===== config.mk =====
export PLATFORM = sky130hd
export DESIGN_NAME = rtc_user_copy_timestamp
export DESIGN_NICKNAME = d
export VERILOG_FILES = /design/src/rtc_pkg.sv /design/src/bcd_field.sv /design/src/rtc_user_copy_timestamp.sv
export VERILOG_INCLUDE_DIRS = /design/src
export SDC_FILE = /design/constraint.sdc
export NUM_CORES = 1
export LEC_CHECK = 0
export ABC_CLOCK_PERIOD_IN_PS = 3600
export BUFFER_PORTS_ARGS = -buffer_cell sky130_fd_sc_hd__buf_4
export CAP_MARGIN = 15
export CORE_ASPECT_RATIO = 2
export CORE_MARGIN = 2
export CORE_UTILIZATION = 46
export CTS_CLUSTER_DIAMETER = 50
export DETAILED_ROUTE_END_ITERATION = 8
export PLACE_DENSITY = 0.69
export SYNTH_ARGS = -nofsm -noshare
export SYNTH_HDL_FRONTEND = slang
export SYNTH_SLANG_ARGS = --single-unit

===== constraint.sdc =====
create_clock -name core_clk -period 3.6 [get_ports core_clk]
set_input_delay 0.72 -clock core_clk [delete_from_list [all_inputs] [get_ports core_clk]]
set_output_delay 0.72 -clock core_clk [all_outputs]
set_load 0.005 [all_outputs]

===== src/rtc_defs.svh =====
/*
  Constants for the user time register block: register offsets, field
  positions and masks, reset values and timing figures.
  Assumes it is included by bare name from every file that needs it.
*/
`ifndef RTC_DEFS_SVH
`define RTC_DEFS_SVH

// ==========================================================================
// Register offsets
`define ADDR_FRAC        8'h00
`define ADDR_SECONDS     8'h01
`define ADDR_MINUTES     8'h02
`define ADDR_HOURS       8'h03
`define ADDR_WEEKDAY     8'h04
`define ADDR_DAY         8'h05
`define ADDR_MONTH       8'h06
`define ADDR_YEAR        8'h07
`define ADDR_CONTROL     8'h08
`define ADDR_HALT        8'h0C
`define ADDR_FLAGS       8'h0F
`define ADDR_TAMPER1     8'h14
`define ADDR_TAMPER2     8'h15

// ==========================================================================
// Field positions
`define BIT_OSC_STOP     7
`define BIT_HALT         6
`define BIT_ARM          7
`define BIT_FLAG1        1
`define BIT_FLAG2        0
`define CENTURY_LSB      6
`define CENTURY_MSB      7

// ==========================================================================
// Time field masks, one per time register, plus a second hours mask with the century bits
`define MASK_FRAC        8'hFF
`define MASK_SECONDS     8'h7F
`define MASK_MINUTES     8'h7F
`define MASK_HOURS       8'h3F
`define MASK_HOURS_CENT  8'hFF
`define MASK_WEEKDAY     8'h07
`define MASK_DAY         8'h3F
`define MASK_MONTH       8'h1F
`define MASK_YEAR        8'hFF

// ==========================================================================
// Counter ranges in BCD
`define BCD_ZERO         8'h00
`define BCD_ONE          8'h01
`define BCD_NINE         4'h9
`define MAX_FRAC         8'h99
`define MAX_SIXTY        8'h59
`define MAX_HOURS        8'h23
`define MAX_WEEKDAY      8'h07
`define MAX_MONTH        8'h12
`define MAX_YEAR         8'h99
`define DAYS_31          8'h31
`define DAYS_30          8'h30
`define DAYS_29          8'h29
`define DAYS_28          8'h28
`define MONTH_FEB        8'h02
`define MONTH_APR        8'h04
`define MONTH_JUN        8'h06
`define MONTH_SEP        8'h09
`define MONTH_NOV        8'h11

// ==========================================================================
// Reset values and timing
`define RESET_BYTE       8'h00
`define RESET_ONE_BASED  8'h01
`define CLK_PERIOD_NS    100
`define FRAC_PERIOD_NS   10000000

`endif


===== src/rtc_pkg.sv =====
/*
  Types shared by the user time register block.
  Assumes rtc_defs.svh supplies the constants.
*/
package rtc_pkg;

  // ========================================================================
  // Types
  typedef logic [7:0] bcd_t;
  typedef logic [1:0] chan_t;

endpackage


===== src/bcd_field.sv =====
/*
  One BCD time field: counts from a low to a high bound on an increment
  enable, can be loaded, and flags when it is at its high bound.
  Assumes one clock and a synchronous active high reset.
*/
`timescale 1ns/1ns
`include "rtc_defs.svh"

module bcd_field #(
  parameter rtc_pkg::bcd_t RESET_VAL = `RESET_BYTE
) (
  input  wire logic          core_clk,
  input  wire logic          rst,
  input  wire logic          inc,
  input  wire logic          load,
  input  wire rtc_pkg::bcd_t load_val,
  input  wire rtc_pkg::bcd_t min_val,
  input  wire rtc_pkg::bcd_t max_val,
  output rtc_pkg::bcd_t      value_q,
  output logic               at_max
);

  // ========================================================================
  // Counter
  assign at_max = (value_q >= max_val);

  always_ff @(posedge core_clk)
  begin
    if (rst)
    begin
      value_q <= RESET_VAL;
    end
    else if (load)
    begin
      value_q <= load_val;
    end
    else if (inc)
    begin
      if (at_max)
      begin
        value_q <= min_val;
      end
      else if (value_q[3:0] == `BCD_NINE)
      begin
        value_q <= {value_q[7:4] + 4'h1, 4'h0};
      end
      else
      begin
        value_q <= {value_q[7:4], value_q[3:0] + 4'h1};
      end
    end
  end

endmodule


===== src/rtc_user_copy_timestamp.sv =====
/*
  User copies of the clock registers with time-stamp freezing on tamper
  and power-down, fed from internally running BCD counters.
  Assumes a byte register port decoded from the serial bus: reg_sel is
  high for a whole bus session, reg_wr and reg_rd are one-cycle pulses.
  Tamper, power-fail and battery inputs are asynchronous pins.
*/
//
// Overview of operation
// [RL1] Armed tamper input sets its flag and freezes user time registers.
// [RL2] Clearing a channel's arm bit clears its flag; refresh resumes only once no tamper flag is set.
// [RL3] Software keeps both arm bits zero to read the current time.
// [RL4] Later tamper events never overwrite the first captured time.
// [RL5] Power-down does not set halt_update while any arm bit is set.
// [RL6] Any write to the eight time registers zeroes the fraction register.
// [RL7] Fraction register only ever stores zero from a write.
// [RL8] Century bits sit in bits 6 and 7 of the hours register.
// [RL9] Weekday is held in bits 0 to 2 of offset 04h.
// [RL10] Day of month, month and year sit at 05h, 06h, 07h.
// [RL11] Time values are BCD digits, read and written.
// [RL12] Seconds bit 7 stops the oscillator; zero restarts it.
// [RL13] Any time register write loads the clock and resets the divider.
// [RL14] Software writes non-time bits before setting the clock.
// [RL15] Time registers read singly or in sequence; control alone at 08h.
// [RL16] Refresh suspends while a time register is being accessed.
// [RL17] Refresh suspends during battery backup.
// [RL18] Power-down after power failure sets halt_update automatically.
// [RL19] Halt or tamper zeroes fraction and holds the other time registers.
// [RL20] Internal counters keep running during a freeze.
// [RL21] Writing zero to halt_update resumes refresh.
// [RL22] Tamper flags are read-only, cleared only by clearing the arm bit.
`timescale 1ns/1ns
`include "rtc_defs.svh"

module rtc_user_copy_timestamp #(
  parameter int TICK_CYCLES = `FRAC_PERIOD_NS / `CLK_PERIOD_NS
) (
  input  wire logic           core_clk,
  input  wire logic           rst,
  input  wire logic           reg_sel,
  input  wire rtc_pkg::bcd_t  reg_addr,
  input  wire logic           reg_wr,
  input  wire rtc_pkg::bcd_t  reg_wdata,
  input  wire logic           reg_rd,
  input  wire rtc_pkg::chan_t tamper_in,
  input  wire logic           power_fail,
  input  wire logic           battery_mode,
  output rtc_pkg::bcd_t       reg_rdata_q,
  output logic                reg_rvalid_q,
  output rtc_pkg::chan_t      tamper_flag_q,
  output logic                halt_update_q,
  output logic                osc_run_q
);

  // ========================================================================
  // Pin synchronisers
  rtc_pkg::chan_t tamper_m_q;
  rtc_pkg::chan_t tamper_s_q;
  logic           pf_m_q;
  logic           pf_s_q;
  logic           pf_old_q;
  logic           bat_m_q;
  logic           bat_s_q;

  always_ff @(posedge core_clk)
  begin
    if (rst)
    begin
      tamper_m_q <= 2'h0;
      tamper_s_q <= 2'h0;
      pf_m_q     <= 1'b0;
      pf_s_q     <= 1'b0;
      pf_old_q   <= 1'b0;
      bat_m_q    <= 1'b0;
      bat_s_q    <= 1'b0;
    end
    else
    begin
      tamper_m_q <= tamper_in;
      tamper_s_q <= tamper_m_q;
      pf_m_q     <= power_fail;
      pf_s_q     <= pf_m_q;
      pf_old_q   <= pf_s_q;
      bat_m_q    <= battery_mode;
      bat_s_q    <= bat_m_q;
    end
  end

  // ========================================================================
  // Register port decode
  rtc_pkg::bcd_t  user_q [0:7];
  rtc_pkg::bcd_t  ctrl_q;
  rtc_pkg::chan_t arm_q;
  logic           time_addr;
  logic           wr_time;
  logic           pd_event;
  logic           tamper_hit;
  logic           suspend;
  logic           load_q;

  assign time_addr  = (reg_addr <= `ADDR_YEAR);
  assign wr_time    = reg_wr && time_addr;
  assign pd_event   = pf_s_q && !pf_old_q;
  assign tamper_hit = |(tamper_s_q & arm_q);
  assign suspend    = (reg_sel && time_addr) || bat_s_q || halt_update_q
                      || (|tamper_flag_q); // RL16 RL17 RL1 RL4

  // ========================================================================
  // Arm bits and tamper flags
  always_ff @(posedge core_clk)
  begin
    if (rst)
    begin
      arm_q <= 2'h0;
    end
    else if (reg_wr && reg_addr == `ADDR_TAMPER1)
    begin
      arm_q[0] <= reg_wdata[`BIT_ARM];
    end
    else if (reg_wr && reg_addr == `ADDR_TAMPER2)
    begin
      arm_q[1] <= reg_wdata[`BIT_ARM];
    end
  end

  always_ff @(posedge core_clk)
  begin
    if (rst)
    begin
      tamper_flag_q <= 2'h0;
    end
    else
    begin
      // Clear wins; clear follows the arm bit only
      tamper_flag_q <= (tamper_flag_q & arm_q) | (tamper_s_q & arm_q); // RL1 RL2 RL22
    end
  end

  // ========================================================================
  // Halt update
  always_ff @(posedge core_clk)
  begin
    if (rst)
    begin
      halt_update_q <= 1'b0;
    end
    else if (pd_event && arm_q == 2'h0)
    begin
      halt_update_q <= 1'b1; // RL18 RL5
    end
    else if (reg_wr && reg_addr == `ADDR_HALT)
    begin
      halt_update_q <= reg_wdata[`BIT_HALT]; // RL21
    end
  end

  // ========================================================================
  // Divider and internal counters
  logic [16:0]   div_q;
  logic          tick;
  rtc_pkg::bcd_t int_val [0:7];
  logic [7:0]    wrap;
  logic [7:0]    inc;
  logic [1:0]    cent_q;
  rtc_pkg::bcd_t days_max;

  function automatic rtc_pkg::bcd_t month_days(input rtc_pkg::bcd_t mon,
                                              input rtc_pkg::bcd_t yr);
    logic leap;
    leap = yr[4] ? (yr[3:0] == 4'h2 || yr[3:0] == 4'h6)
                 : (yr[3:0] == 4'h0 || yr[3:0] == 4'h4 || yr[3:0] == 4'h8);
    if (mon == `MONTH_FEB)
      month_days = leap ? `DAYS_29 : `DAYS_28;
    else if (mon == `MONTH_APR || mon == `MONTH_JUN || mon == `MONTH_SEP
             || mon == `MONTH_NOV)
      month_days = `DAYS_30;
    else
      month_days = `DAYS_31;
  endfunction

  assign days_max = month_days(int_val[6], int_val[7]);
  assign tick     = osc_run_q && (div_q == 17'(TICK_CYCLES - 1));

  always_ff @(posedge core_clk)
  begin
    if (rst || load_q || tick)
    begin
      div_q <= 17'h0; // RL13
    end
    else if (osc_run_q)
    begin
      div_q <= div_q + 17'h1; // RL12 RL20
    end
  end

  always_ff @(posedge core_clk)
  begin
    if (rst)
    begin
      osc_run_q <= 1'b1;
    end
    else
    begin
      osc_run_q <= !user_q[1][`BIT_OSC_STOP]; // RL12
    end
  end

  always_ff @(posedge core_clk)
  begin
    if (rst)
    begin
      load_q <= 1'b0;
    end
    else
    begin
      load_q <= wr_time; // RL13
    end
  end

  assign inc[0] = tick;
  genvar gi;
  for (gi = 1; gi < 8; gi++)
  begin : g_chain
    // Day of month carries from the hours, beside the weekday
    assign inc[gi] = (gi == 5) ? (inc[3] && wrap[3]) : (inc[gi-1] && wrap[gi-1]);
  end

  localparam rtc_pkg::bcd_t MINS [0:7] = '{`BCD_ZERO, `BCD_ZERO, `BCD_ZERO,
    `BCD_ZERO, `BCD_ONE, `BCD_ONE, `BCD_ONE, `BCD_ZERO};
  localparam rtc_pkg::bcd_t MASKS [0:7] = '{`BCD_ZERO, `MASK_SECONDS,
    `MASK_MINUTES, `MASK_HOURS, `MASK_WEEKDAY, `MASK_DAY, `MASK_MONTH, `MASK_YEAR};

  for (gi = 0; gi < 8; gi++)
  begin : g_field
    rtc_pkg::bcd_t top;
    assign top = (gi == 0) ? `MAX_FRAC : (gi == 1 || gi == 2) ? `MAX_SIXTY :
                 (gi == 3) ? `MAX_HOURS : (gi == 4) ? `MAX_WEEKDAY :
                 (gi == 5) ? days_max : (gi == 6) ? `MAX_MONTH : `MAX_YEAR;
    bcd_field #(
      .RESET_VAL (MINS[gi])
    ) u_field (
      .core_clk (core_clk),
      .rst      (rst),
      .inc      (inc[gi]),
      .load     (load_q), // RL13 RL11
      .load_val (user_q[gi] & MASKS[gi]),
      .min_val  (MINS[gi]),
      .max_val  (top),
      .value_q  (int_val[gi]),
      .at_max   (wrap[gi])
    );
  end

  always_ff @(posedge core_clk)
  begin
    if (rst)
    begin
      cent_q <= 2'h0;
    end
    else if (load_q)
    begin
      cent_q <= user_q[3][`CENTURY_MSB:`CENTURY_LSB]; // RL8
    end
    else if (inc[7] && wrap[7])
    begin
      cent_q <= cent_q + 2'h1;
    end
  end

  // ========================================================================
  // User copies: writes, refresh and freeze
  always_ff @(posedge core_clk)
  begin
    if (rst)
    begin
      for (int i = 0; i < 8; i++)
        user_q[i] <= MINS[i];
    end
    else if (wr_time)
    begin
      user_q[reg_addr[2:0]] <= reg_wdata; // RL11 RL9 RL10
      user_q[0]             <= `BCD_ZERO; // RL6 RL7
    end
    else if (halt_update_q || (|tamper_flag_q) || tamper_hit)
    begin
      user_q[0] <= `BCD_ZERO; // RL19 RL1
    end
    else if (!suspend)
    begin
      user_q[0] <= int_val[0];
      for (int i = 1; i < 8; i++)
        user_q[i] <= (user_q[i] & ~MASKS[i]) | (int_val[i] & MASKS[i]); // RL2 RL21
      user_q[3][`CENTURY_MSB:`CENTURY_LSB] <= cent_q; // RL8
    end
  end

  always_ff @(posedge core_clk)
  begin
    if (rst)
    begin
      ctrl_q <= `RESET_BYTE;
    end
    else if (reg_wr && reg_addr == `ADDR_CONTROL)
    begin
      ctrl_q <= reg_wdata; // RL15
    end
  end

  // ========================================================================
  // Read path
  always_ff @(posedge core_clk)
  begin
    if (rst)
    begin
      reg_rdata_q  <= `RESET_BYTE;
      reg_rvalid_q <= 1'b0;
    end
    else
    begin
      reg_rvalid_q <= reg_rd;
      if (reg_rd)
      begin
        case (reg_addr)
          `ADDR_CONTROL: reg_rdata_q <= ctrl_q; // RL15
          `ADDR_HALT:    reg_rdata_q <= {1'b0, halt_update_q, 6'h00};
          `ADDR_FLAGS:   reg_rdata_q <= {6'h00, tamper_flag_q[0], tamper_flag_q[1]}; // RL22
          `ADDR_TAMPER1: reg_rdata_q <= {arm_q[0], 7'h00};
          `ADDR_TAMPER2: reg_rdata_q <= {arm_q[1], 7'h00};
          default:       reg_rdata_q <= time_addr ? user_q[reg_addr[2:0]] : `RESET_BYTE; // RL15
        endcase
      end
    end
  end

  // ========================================================================
  // Assertions
  a_flag_needs_arm: assert property (@(posedge core_clk) disable iff (rst) // RL1
    $rose(tamper_flag_q[0]) |-> $past(arm_q[0]) && $past(tamper_s_q[0]))
    else $error("tamper flag set without arm and event");
  a_disarm_clears: assert property (@(posedge core_clk) disable iff (rst) // RL2
    !arm_q[1] |=> !tamper_flag_q[1])
    else $error("tamper flag survives a cleared arm bit");
  a_first_event_held: assert property (@(posedge core_clk) disable iff (rst) // RL4
    (|tamper_flag_q) && !wr_time ##1 !$past(wr_time) |-> $stable(user_q[1]))
    else $error("frozen seconds changed during tamper freeze");
  a_arm_blocks_halt: assert property (@(posedge core_clk) disable iff (rst) // RL5
    pd_event && arm_q != 2'h0 && !halt_update_q && !reg_wr |=> !halt_update_q)
    else $error("halt set on power-down while armed");
  a_halt_on_pd: assert property (@(posedge core_clk) disable iff (rst) // RL18
    pd_event && arm_q == 2'h0 |=> halt_update_q)
    else $error("power-down did not set halt");
  a_write_zeros_frac: assert property (@(posedge core_clk) disable iff (rst) // RL6
    wr_time |=> user_q[0] == `BCD_ZERO)
    else $error("fraction not zero after time write");
  a_halt_frac_zero: assert property (@(posedge core_clk) disable iff (rst) // RL19
    halt_update_q ##1 halt_update_q |-> user_q[0] == `BCD_ZERO)
    else $error("fraction not zero while halted");
  a_access_stable: assert property (@(posedge core_clk) disable iff (rst) // RL16
    (reg_sel && time_addr && !reg_wr && !load_q) [*2] |-> $stable(user_q[2]))
    else $error("minutes changed during time access");
  a_load_after_write: assert property (@(posedge core_clk) disable iff (rst) // RL13
    wr_time && reg_addr == `ADDR_MINUTES |=> ##1
      int_val[2] == (user_q[2] & `MASK_MINUTES) && div_q == 17'h0)
    else $error("write did not load counters and reset divider");
  a_read_answer: assert property (@(posedge core_clk) disable iff (rst) // RL15
    reg_rd && reg_addr == `ADDR_CONTROL |=> reg_rvalid_q && reg_rdata_q == ctrl_q)
    else $error("control register read wrong");
  c_tamper_freeze: cover property (@(posedge core_clk) disable iff (rst)
    $rose(tamper_flag_q[0]) ##1 (user_q[0] == `BCD_ZERO));
  c_pd_halt: cover property (@(posedge core_clk) disable iff (rst)
    $rose(halt_update_q) ##1 (user_q[0] == `BCD_ZERO));
  c_time_write: cover property (@(posedge core_clk) disable iff (rst)
    wr_time ##1 load_q);

endmodule


# Yosys cells after proc, flatten, opt, wreduce, memory -nomap -nowiden
# Memories as Yosys holds them, arrays and structs flattened.
# Index checks and enable logic that the tools add are counted.
# op_classes
addsub	18
n_mul	0
div	0
n_lt_le_gt_ge	9
n_eq_ne	24
n_shift	0
n_mux	68
bitwise	24
n_reduce_logical	72
# ops
operator	count
8-bit 2-to-1 mux	31
4-bit by 1-bit adder with 4-bit output (second input constant)	16
8-bit case mux with 5 select lines	1
4-bit equality test (second input constant)	9
8-bit by 4-bit equality test with 1-bit output (second input constant)	4
2-bit nonzero test	15
7-bit 2-to-1 mux	4
2-bit AND reduction	14
8-bit by 5-bit equality test with 1-bit output (second input constant)	3
6-bit 2-to-1 mux	4
1-bit 2-to-1 mux	20
3-bit nonzero test	6
17-bit by 1-bit adder with 17-bit output (second input constant)	1
17-bit equality test (second input constant)	1
8-bit by 3-bit equality test with 1-bit output (second input constant)	2
8-bit by 7-bit greater-or-equal comparator with 1-bit output (second input constant)	2
8-bit greater-or-equal comparator (second input constant)	2
1-bit logical AND	16
8-bit by 6-bit bitwise OR with 8-bit output	2
8-bit by 7-bit bitwise OR with 8-bit output	2
1-bit logical OR	13
1-bit bitwise OR	11
5-bit 2-to-1 mux	2
3-bit 2-to-1 mux	3
other kinds (22)	31
# word_totals
regBits	116
latchBits	0
ramBits	64
romBits	0
inputBits	25
out_inout_bits	13
elab_cells	256
n_memories	1
# mem_list
name	depth	width	read_ports	rd_ports_with_merged_regs	wr	line_no	source
user_q	8	8	8	0	8	rtc_user_copy_timestamp.sv:91	rtc_pkg::bcd_t user_q [0:7];

# Depth between registers and ports, before layout
# Gate-level depths: netlist of run 1.
# depth
word_depth	12
ltp_mapped	15
mapped_depth_nobuf	14

# Modules after synthesis
# From an unflattened synthesis of run 1, not the netlist that was laid out.
# hier_totals
hier_cells	1476
area_unflattened_um2	12979.9
# by_module_without_submodules
module	instances	cells_per_inst	area_per_inst_um2	seq_area_each_um2
rtc_user_copy_timestamp	1	574	5816.8	2962.8
bcd_field at g_field[0].u_field ...	5	109	873.3	160.2
bcd_field at g_field[4].u_field ...	3	119	932.1	160.2

# Least setup slack after synthesis of run 1
# No wires, ideal clock.
# synth_timing
path_type	input to register
start	input reg_addr[7]
end	memory user_q[7][0] (netlist bit) (enable)
setup_time_ps	377
arrival_ps	2574
required_time_ps	3223
setup_slack_ps	648
stages	6
n_path_buf	2
path_cell_list	or3_4 > or3_1 > clkbuf_1 > or3_1 > buf_6 > o21ai_0
# synth_lines
item	line_no	source
start: declaration	rtc_user_copy_timestamp.sv:41	input wire rtc_pkg::bcd_t reg_addr,
end: declaration	rtc_user_copy_timestamp.sv:91	

# Final worst setup path of run 1
# layout_timing
start	register g_field[6].u_field.value_q[5]
end	register g_field[6].u_field.value_q[3]
# layout_via
elab_chain_cells	9
word_cells_on_any_way	17
cone_classes	order compare (2); eq/ne (5); mux (5); reduce/logical (5)
# layout_lines
item	line_no	source
start: declaration	bcd_field.sv:19	output rtc_pkg::bcd_t value_q,
start signal: assignment	bcd_field.sv:35	value_q <= load_val;
start signal: assignment	bcd_field.sv:41	value_q <= min_val;
start signal: assignment	bcd_field.sv:45	value_q <= {value_q[7:4] + 4'h1, 4'h0};
8-bit by 3-bit equality test with 1-bit output (no source line)	-	
1-bit logical OR (no source line) (3 in series)	-	
1-bit 2-to-1 mux	rtc_user_copy_timestamp.sv:174	else if (mon == `MONTH_APR || mon == `MONTH_JUN || mon == `MONTH_SEP
8-bit 2-to-1 mux	rtc_user_copy_timestamp.sv:172	if (mon == `MONTH_FEB)
8-bit greater-or-equal comparator	bcd_field.sv:25	assign at_max = (value_q >= max_val);
1-bit logical AND	rtc_user_copy_timestamp.sv:225	assign inc[gi] = (gi == 5) ? (inc[3] && wrap[3]) : (inc[gi-1] && wrap[gi-1]);
2-bit nonzero test (no source line)	-	
# Parallel ways exist; a longest one is shown, timed or not. The select of a mux whose other input is x is not followed.
# A chain may end at the register's enable or synchronous reset.

==> results.py, run 1 <==
metrics = {
    "status": {
        "status": "completed",
    },
    "timing": {
        "hold_violations": 0,
        "fin_skew_ns": 0.00985,
        "layout_min_cycle_time_ns": 3.11,
        "finalSetupViolations": 0,
        "maxSlewHeadroom": 0.428,
        "period_share": 0.863,
        "worst_pin_slew_ns": 0.858,
        "fin_tns_setup_ns": 0,
        "rsz0062_at_grt": "no",
        "max_freq_ghz": 0.322,
        "slew_violations": 0,
    },
    "clock_network": {
        "cts_sinks": 180,
        "htree_levels": 4,
        "cts_hold_buf": 0,
        "numCtsBuffers": 17,
        "cts_buffer_depth": 2,
        "cts_root_buffer": "clkbuf_16",
        "clk_latency_ns": 0.45,
        "post_cts.repair.setup_buffers": 0,
        "clkSlewWorstSetupHoldPaths_ns": 0.07,
        "cts_resized": 0,
        "cts_tree": "built",
    },
    "critical_path": {
        "r2r-end": "g_field[6].u_field.value_q[3]",
        "required_ns": 3.93,
        "r2r-start": "g_field[6].u_field.value_q[5]",
        "cp.arrival_ns": 3.44,
        "critical_path_class": "reg -> reg",
        "start_kind": "flip-flop",
        "worstSetupEndpoint": "g_field[6].u_field.value_q[3]",
        "cp-end-kind": "flip-flop",
        "r2r_slack_ns": 0.49,
        "path_max_fanout": 9,
        "crit_path_start": "g_field[6].u_field.value_q[5]",
        "r2r_cells": 14,
    },
    "pwr": {
        "p_leak_nw": 3.90,
        "power_density_nw_per_um2": 405,
        "ir_worst_vdd_mv": 0.343,
    },
    "finish": {
        "final_cell_mix": "115 x dfxtp_1, 98 x nand2_1, 79 x nor2_1, 66 x a21oi_1, 64 x edfxtp_1",
        "nNetsFinal": 1101,
        "fin_area_um2": 10500,
        "layout-drive-gt1-share": 0.117,
        "syn_to_final_growth_pct": 10.4,
        "antenna_cells": 0,
        "n_fill_cell": 1913,
        "final_common_cell": "dfxtp_1",
    },
    "floorplanning": {
        "fp.coreArea_um2": 20400,
        "die_y_um": 207,
        "fp.dieW_um": 106,
        "rows": 74,
        "dieArea_um2": 21800,
        "start_util": 0.465,
        "ios": 38,
    },
    "yosys": {
        "async_reset_ff_frac": 0,
        "syn_area_um2": 9480,
        "synth.avg_cell_area_um2": 9.05,
        "synthFlopType": "dfxtp_1",
        "synth_seq_area_share": 0.448,
        "yosysUniqueCellTypes": 67,
        "syn-num-nets": 1099,
        "yosysWarningCount": 0,
        "synth-seq-cells": 180,
        "synth_edf_count": 64,
        "syn_inst": 1047,
    },
    "placed_design": {
        "gp_congestion": 0.910,
        "place_hpwl_um": 19500,
        "port_buffers": 37,
        "dpl-instance-area_um2": 9920,
    },
    "global_route": {
        "antenna_found_initial": 0,
        "grt_start_max_net_pins": 50,
        "grt_pass1_wl_um": 41800,
        "grt_pass1_vias": 7752,
        "track_usage": 0.249,
        "grt-ovfl-total": 0,
    },
    "run": {
        "maxCapViolations": 0,
    },
    "routing": {
        "wl_per_cell_um": 20.0,
        "drt-pass1-iter-count": 5,
        "wl_um": 26500,
        "drc": 0,
        "drt_first_iter_violations": 610,
        "via_per_inst": 5.96,
        "vias": 7921,
        "detail-route-antenna-nets": 0,
    },
    "min_path": {
        "hold_class": "reg -> reg",
    },
}
==> worst max-delay path, cell delays in order (launching register included) <==
cell and delay (ns):
dfxtp_1 0.34, inv_1 0.08, ha_1 0.21, mux2i_1 0.09, nor3_1 0.15, a31oi_1 0.06, o32a_1 0.32, ha_1 0.28
nor4b_1 0.26, nor2_1 0.12, nor2_1 0.29, or3_1 0.35, nor3_1 0.10, a211oi_1 0.27, nor3_1 0.08
==> metrics by stage <==
stage	power, mW	instances	setup slack (ns)	utilization	hold WS, ns
floorplan	2.39	1047	0.648	-	0.414
global route	4.38	1328	0.132	0.514	0.450
detailed placement	2.52	1296	0.455	0.487	0.430
global placement	2.51	1296	0.491	0.487	0.418
finish	4.24	1328	0.492	0.514	0.436
CTS	4.27	1328	0.517	0.514	0.442
==> per-layer routing <==
metal | part of all wire | global-route usage
met4 | 0.066 | 0.158
met5 | 0 | 0
met1 | 0.34 | 0.248
met3 | 0.040 | 0.0450
met2 | 0.55 | 0.462
==> final cells by class <==
| type | count | area, um2 | area share |
|---|---|---|---|
| flip-flops and latches | 180 | 4250 | 0.406 |
| well taps | 266 | 333 | 0.0318 |
| clock inverters | 13 | 116 | 0.0111 |
| clock buffers | 19 | 433 | 0.0414 |
| inverters | 31 | 116 | 0.0111 |
| repair buffers | 60 | 450 | 0.0430 |
| multi-input cells | 759 | 4770 | 0.456 |
==> cells by family (layout without fill, tap and decap cells) <==
kind of cell | Yosys count | in the layout | share of synthesized area
and+or+nand+nor | 432 | 432 | 0.241
xor gates and xnor gates | 25 | 25 | 0.0231
buffers and inverters | 108 | 123 | 0.0490
AOI/OAI and AO/OA | 252 | 252 | 0.172
adders and majority gates | 27 | 27 | 0.0356
DFF | 180 | 180 | 0.448
muxes | 23 | 23 | 0.0317
==> sequential cells by signal, summed over array words and instances (netlist names), 2 cells and up <==
name,flops
div_q,17
tamper_flag_q,2
user_q,64
ctrl_q,8
tamper_s_q,2
tamper_m_q,2
reg_rdata_q,8
g_field.u_field.value_q,64
arm_q,2
cent_q,2
==> Yosys cell counts, types with 24 or more instances <==
cell type	instances	area [um2]
a21oi_1	66	330
edfxtp_1	64	1920
a211oi_1	24	180
nand3_1	33	165
nor2b_1	33	206
clkbuf_1	52	195
inv_1	31	116
ha_1	27	338
nor3_1	42	210
nand2_1	98	368
nor2_1	79	297
dfxtp_1	116	2320
a22o_1	30	263
o21ai_0	56	280
==> how the worst min path moves through the flow <==
stage	startpoint	end	slack (ns)	depth (start not counted)
after floorplan	bat_m_q	bat_s_q	0.41	1
after global placement	tamper_m_q[0]	tamper_s_q[0]	0.42	1
after detailed placement	pf_m_q	pf_s_q	0.43	1
after CTS	pf_m_q	pf_s_q	0.44	1
after global routing	pf_m_q	pf_s_q	0.45	1
final	pf_m_q	pf_s_q	0.44	1
==> report_power, final <==
part	switching, mW	leakage, nW	total [mW]	internal, mW
sequential	0.0512	1.65	2.21	2.16
clock	0.857	0.267	1.77	0.909
combinational	0.170	1.98	0.267	0.0972
Note: power is estimated with default switching activity, not from simulation.
==> run 2, diff against run 1 <==
- CORE_UTILIZATION: 46 -> 53
- PLACE_DENSITY: 0.69 -> 0.77
==> results.py, run 2 (synthesis results as in run 1) <==
metrics = {
    "pwr": {
        "clkPwrFrac": 0.424,
        "intPower_mw": 3.22,
        "power_mw": 4.29,
        "power_frac_comb": 0.062,
        "seqPwrFrac": 0.514,
        "p_sw_mw": 1.07,
        "power_density_nw_per_um2": 413,
        "p_sw_frac": 0.249,
        "p_leak_nw": 3.89,
        "ir_worst_vdd_mv": 0.288,
    },
    "timing": {
        "slew_violations": 0,
        "rsz0062_at_grt": "no",
        "hold_violations": 0,
        "maxSlewHeadroom": 0.371,
        "fin_tns_setup_ns": 0,
        "fin_skew_ns": 0.0137,
        "worst_pin_slew_ns": 0.943,
        "hold_ws_ns": 0.437,
        "layout_min_cycle_time_ns": 3.30,
        "period_share": 0.918,
        "max_freq_ghz": 0.303,
        "finalSetupViolations": 0,
        "setup_ws_ns": 0.296,
    },
    "run": {
        "maxCapViolations": 0,
    },
    "global_route": {
        "grt-ovfl-total": 0,
        "track_usage": 0.267,
        "grt_pass1_wl_um": 39900,
        "grt_pass1_vias": 7503,
        "grt_start_max_net_pins": 48,
        "antenna_found_initial": 0,
    },
    "routing": {
        "via_per_inst": 6.38,
        "wl_per_cell_um": 20.0,
        "dr_wl_met2_um": 12200,
        "highest_layer": "met4",
        "drt-pass1-iter-count": 6,
        "detail-route-antenna-nets": 0,
        "drc": 0,
        "m1WireLength_um": 10400,
        "wl_met3_um": 1640,
        "drt_first_iter_violations": 626,
        "vias": 8098,
        "wl_um": 25400,
    },
    "clock_network": {
        "htree_levels": 4,
        "cts_sinks": 180,
        "post_cts.repair.setup_buffers": 0,
        "clkSlewWorstSetupHoldPaths_ns": 0.07,
        "cts_root_buffer": "clkbuf_16",
        "cts_tree": "built",
        "cts_hold_buf": 0,
        "numCtsBuffers": 17,
        "cts_buffer_depth": 2,
        "cts_resized": 0,
        "clk_latency_ns": 0.44,
    },
    "finish": {
        "largest_registers": "g_field.u_field.value_q x64, user_q x64, div_q x17",
        "final_common_cell": "dfxtp_1",
        "nNetsFinal": 1096,
        "layout-drive-gt1-share": 0.112,
        "syn_to_final_growth_pct": 9.38,
        "layout.cells.non_filler": 1270,
        "final_cell_mix": "115 x dfxtp_1, 98 x nand2_1, 79 x nor2_1, 66 x a21oi_1, 64 x edfxtp_1",
        "antenna_cells": 0,
    },
    "critical_path": {
        "path_max_fanout": 9,
        "critical_path_class": "reg -> reg",
        "r2r_cells": 14,
        "crit_top_cell": "nor3_1",
        "crit_path_top_delay_cell": "or3_1",
        "crit_buf_inv": 1,
        "cp-end-kind": "flip-flop",
        "critPathMaxStageDelay_ns": 0.37,
        "cp.arrival_ns": 3.61,
        "cp_top_family": "simple AND/OR/NAND/NOR gates",
        "r2r_slack_ns": 0.30,
        "required_ns": 3.91,
        "cp.depth": 14,
        "start_kind": "flip-flop",
        "path_cells": "inv_1 -> ha_1 -> mux2i_1 -> nor3_1 -> a31oi_1 -> o32a_1 -> ha_1 -> nor4b_1 -> nor2_1 -> nor2_1 -> or3_1 -> nor3_1 -> a211oi_1 -> nor3_1",
    },
    "floorplanning": {
        "rows": 69,
        "die_y_um": 193,
        "dieArea_um2": 19000,
        "ios": 38,
        "start_util": 0.538,
        "fp.coreArea_um2": 17600,
        "fp.dieW_um": 98.6,
    },
    "min_path": {
        "hold_class": "reg -> reg",
        "min_delay_path_depth": 1,
    },
    "placed_design": {
        "pre_cts_ws_ns": 0.289,
        "gp_congestion": 0.950,
        "port_buffers": 37,
        "place_hpwl_um": 17900,
        "post-place-cells": 1238,
    },
    "status": {
        "status": "completed",
    },
}
run 2: cell count changes in the layout (fill, tap and decap cells not counted):
cell        delta
buf_4          -5
bufinv_16      +1
clkinv_1       +1
clkinv_2       +2
clkinv_4       -2
clkinvlp_4     -1
inv_4          -1
inv_6          +2
inv_8          -2
run 2: worst reg2reg max path: stages, from the launching register on:
cell and delay, ns:
dfxtp_1 0.35, inv_1 0.10, ha_1 0.21, mux2i_1 0.09, nor3_1 0.14, a31oi_1 0.06, o32a_1 0.35, ha_1 0.29
nor4b_1 0.30, nor2_1 0.14, nor2_1 0.33, or3_1 0.37, nor3_1 0.09, a211oi_1 0.27, nor3_1 0.09
run 2: final cells by class:
type	count	area, um2
Fill cell	1516	7240
Multi-Input combinational cell	759	4770
Sequential cell	180	4250
Clock buffer	19	433
Timing Repair Buffer	55	413
Tap cell	213	267
Clock inverter	13	124
Inverter	31	116
run 2: power groups by stage:
stage | clock network (mW) | registers [mW] | logic (mW)
2_1_floorplan | 0 | 2.22 | 0.169
3_3_place_gp | 0 | 2.25 | 0.254
3_5_place_dp | 0 | 2.25 | 0.260
4_1_cts | 1.82 | 2.20 | 0.261
5_1_grt | 1.90 | 2.21 | 0.282
6_report | 1.82 | 2.20 | 0.267
run 2: per-stage QoR:
step | cell area [um2] | util
after CTS | 10400 | 0.589
after detailed placement | 9810 | 0.557
after global routing | 10400 | 0.589
final | 10400 | 0.589
after global placement | 9810 | 0.557
after floorplan | 9480 | -
run 2: worst paths after layout:
path	startpoint	endpoint
worst max-delay path	g_field[6].u_field.value_q[5]	g_field[6].u_field.value_q[3]
worst min register to register	tamper_m_q[1]	tamper_s_q[1]
worst max register to register	g_field[6].u_field.value_q[5]	g_field[6].u_field.value_q[3]
worst min-delay path	tamper_m_q[1]	tamper_s_q[1]
run 2: layer usage:
metal	vias to the layer above	global-route usage
li1	3799	-
met1	3888	0.349
met2	330	0.426
met3	81	0.0433
met4	0	0.139
met5	-	0
==> run 3, diff against run 2 <==
- CORE_UTILIZATION: 53 -> 64
- CTS_BUF_LIST: not set -> sky130_fd_sc_hd__clkbuf_4 sky130_fd_sc_hd__clkbuf_8
- PLACE_DENSITY: 0.77 -> 0.89
==> results.py, run 3 (synthesis results as in run 1) <==
metrics = {
    "status": {
        "status": "completed",
    },
    "routing": {
        "drt-pass1-iter-count": 8,
        "wl_um": 24600,
        "wl_per_cell_um": 19.7,
        "detail-route-antenna-nets": 0,
        "drt_first_iter_violations": 831,
        "vias": 8190,
        "via_per_inst": 6.56,
        "drc": 0,
    },
    "global_route": {
        "antenna_found_initial": 0,
        "grt-ovfl-total": 0,
        "grt_pass1_vias": 7468,
        "grt_start_max_net_pins": 39,
        "grt_pass1_wl_um": 39100,
        "track_usage": 0.311,
    },
    "timing": {
        "hold_ws_ns": 0.445,
        "finalSetupViolations": 0,
        "layout_min_cycle_time_ns": 3.16,
        "period_share": 0.879,
        "fin_tns_setup_ns": 0,
        "worst_pin_slew_ns": 1.05,
        "max_freq_ghz": 0.316,
        "maxSlewHeadroom": 0.298,
        "fin_skew_ns": 0.0211,
        "hold_violations": 0,
        "slew_violations": 0,
        "rsz0062_at_grt": "no",
    },
    "placed_design": {
        "post-place-cells": 1217,
        "gp_congestion": 0.954,
        "port_buffers": 37,
        "place_hpwl_um": 17400,
    },
    "clock_network": {
        "cts_sinks": 180,
        "cts_tree": "built",
        "numCtsBuffers": 17,
        "cts_hold_buf": 0,
        "cts_resized": 0,
        "cts_root_buffer": "clkbuf_8",
        "post_cts.repair.setup_buffers": 0,
        "htree_levels": 4,
        "cts_buffer_depth": 2,
        "clkSlewWorstSetupHoldPaths_ns": 0.10,
        "clk_latency_ns": 0.48,
    },
    "finish": {
        "final_cell_mix": "115 x dfxtp_1, 98 x nand2_1, 79 x nor2_1, 66 x a21oi_1, 64 x edfxtp_1",
        "largest_registers": "g_field.u_field.value_q x64, user_q x64, div_q x17",
        "layout-drive-gt1-share": 0.112,
        "syn_to_final_growth_pct": 6.66,
        "antenna_cells": 0,
        "layout.cells.non_filler": 1249,
        "final_common_cell": "dfxtp_1",
        "nNetsFinal": 1093,
    },
    "floorplanning": {
        "fp.dieW_um": 90.1,
        "dieArea_um2": 15900,
        "fp.coreArea_um2": 14700,
        "start_util": 0.647,
        "ios": 38,
        "rows": 63,
        "die_y_um": 176,
    },
    "pwr": {
        "ir_worst_vdd_mv": 0.234,
        "power_density_nw_per_um2": 367,
        "p_leak_nw": 3.77,
    },
    "min_path": {
        "hold_class": "reg -> reg",
    },
    "critical_path": {
        "path_max_fanout": 9,
        "r2r_slack_ns": 0.44,
        "cp.arrival_ns": 3.56,
        "critical_path_class": "reg -> reg",
        "required_ns": 4.00,
        "cp-end-kind": "flip-flop",
        "start_kind": "flip-flop",
    },
    "run": {
        "maxCapViolations": 0,
    },
}
## run 3: cell types whose count changed in the layout (fill, tap and decap cells not counted), sizes merged
cell,change
buf,-3
bufinv,-1
clkbuf,+2
clkinv,+1
clkinvlp,+3
inv,-5
## run 3: worst max-delay path: stages, from the launching register on
cell and delay (ns):
dfxtp_1 0.36, inv_1 0.09, ha_1 0.23, mux2i_1 0.10
nor3_1 0.13, a31oi_1 0.06, o32a_1 0.33, ha_1 0.27
nor4b_1 0.25, nor2_1 0.12, nor2_1 0.29, or3_1 0.39
nor2_1 0.07, a21oi_1 0.18, a2bb2oi_1 0.20
## run 3: worst paths after layout
check | start | to | depth (start not counted)
max | g_field[6].u_field.value_q[5] | g_field[6].u_field.value_q[0] | 14
min reg2reg | pf_m_q | pf_s_q | 1
max reg2reg | g_field[6].u_field.value_q[5] | g_field[6].u_field.value_q[0] | 14
min | pf_m_q | pf_s_q | 1
## run 3: metal layers
metal,vias to the layer above,track usage,share of wire
li1,3775,-,-
met1,3891,0.400,0.38
met2,446,0.511,0.49
met3,78,0.0495,0.085
met4,0,0.154,0.046
met5,-,0,0
## run 3: power breakdown
group	internal [mW]	switching [mW]
Sequential	2.16	0.0484
Clock	0.509	0.741
Combinational	0.0937	0.166
## run 3: through the flow
step / total power [mW] / setup slack, ns / instance area [um2] / utilization
after floorplan: 2.39 / 0.648 / 9480 / -
after global placement: 2.49 / 0.333 / 9770 / 0.666
after detailed placement: 2.50 / 0.231 / 9770 / 0.666
after CTS: 3.71 / 0.468 / 10100 / 0.690
after global routing: 3.82 / 0.167 / 10100 / 0.690
final: 3.72 / 0.437 / 10100 / 0.690
## run 3: area by class of cell
class / count / area (um2)
tap: 195 / 244
timing repair buffer: 52 / 390
clock inverter: 11 / 80.1
fill: 1151 / 4550
inverter: 31 / 116
clock buffer: 21 / 264
sequential: 180 / 4250
multi-input combinational: 759 / 4770
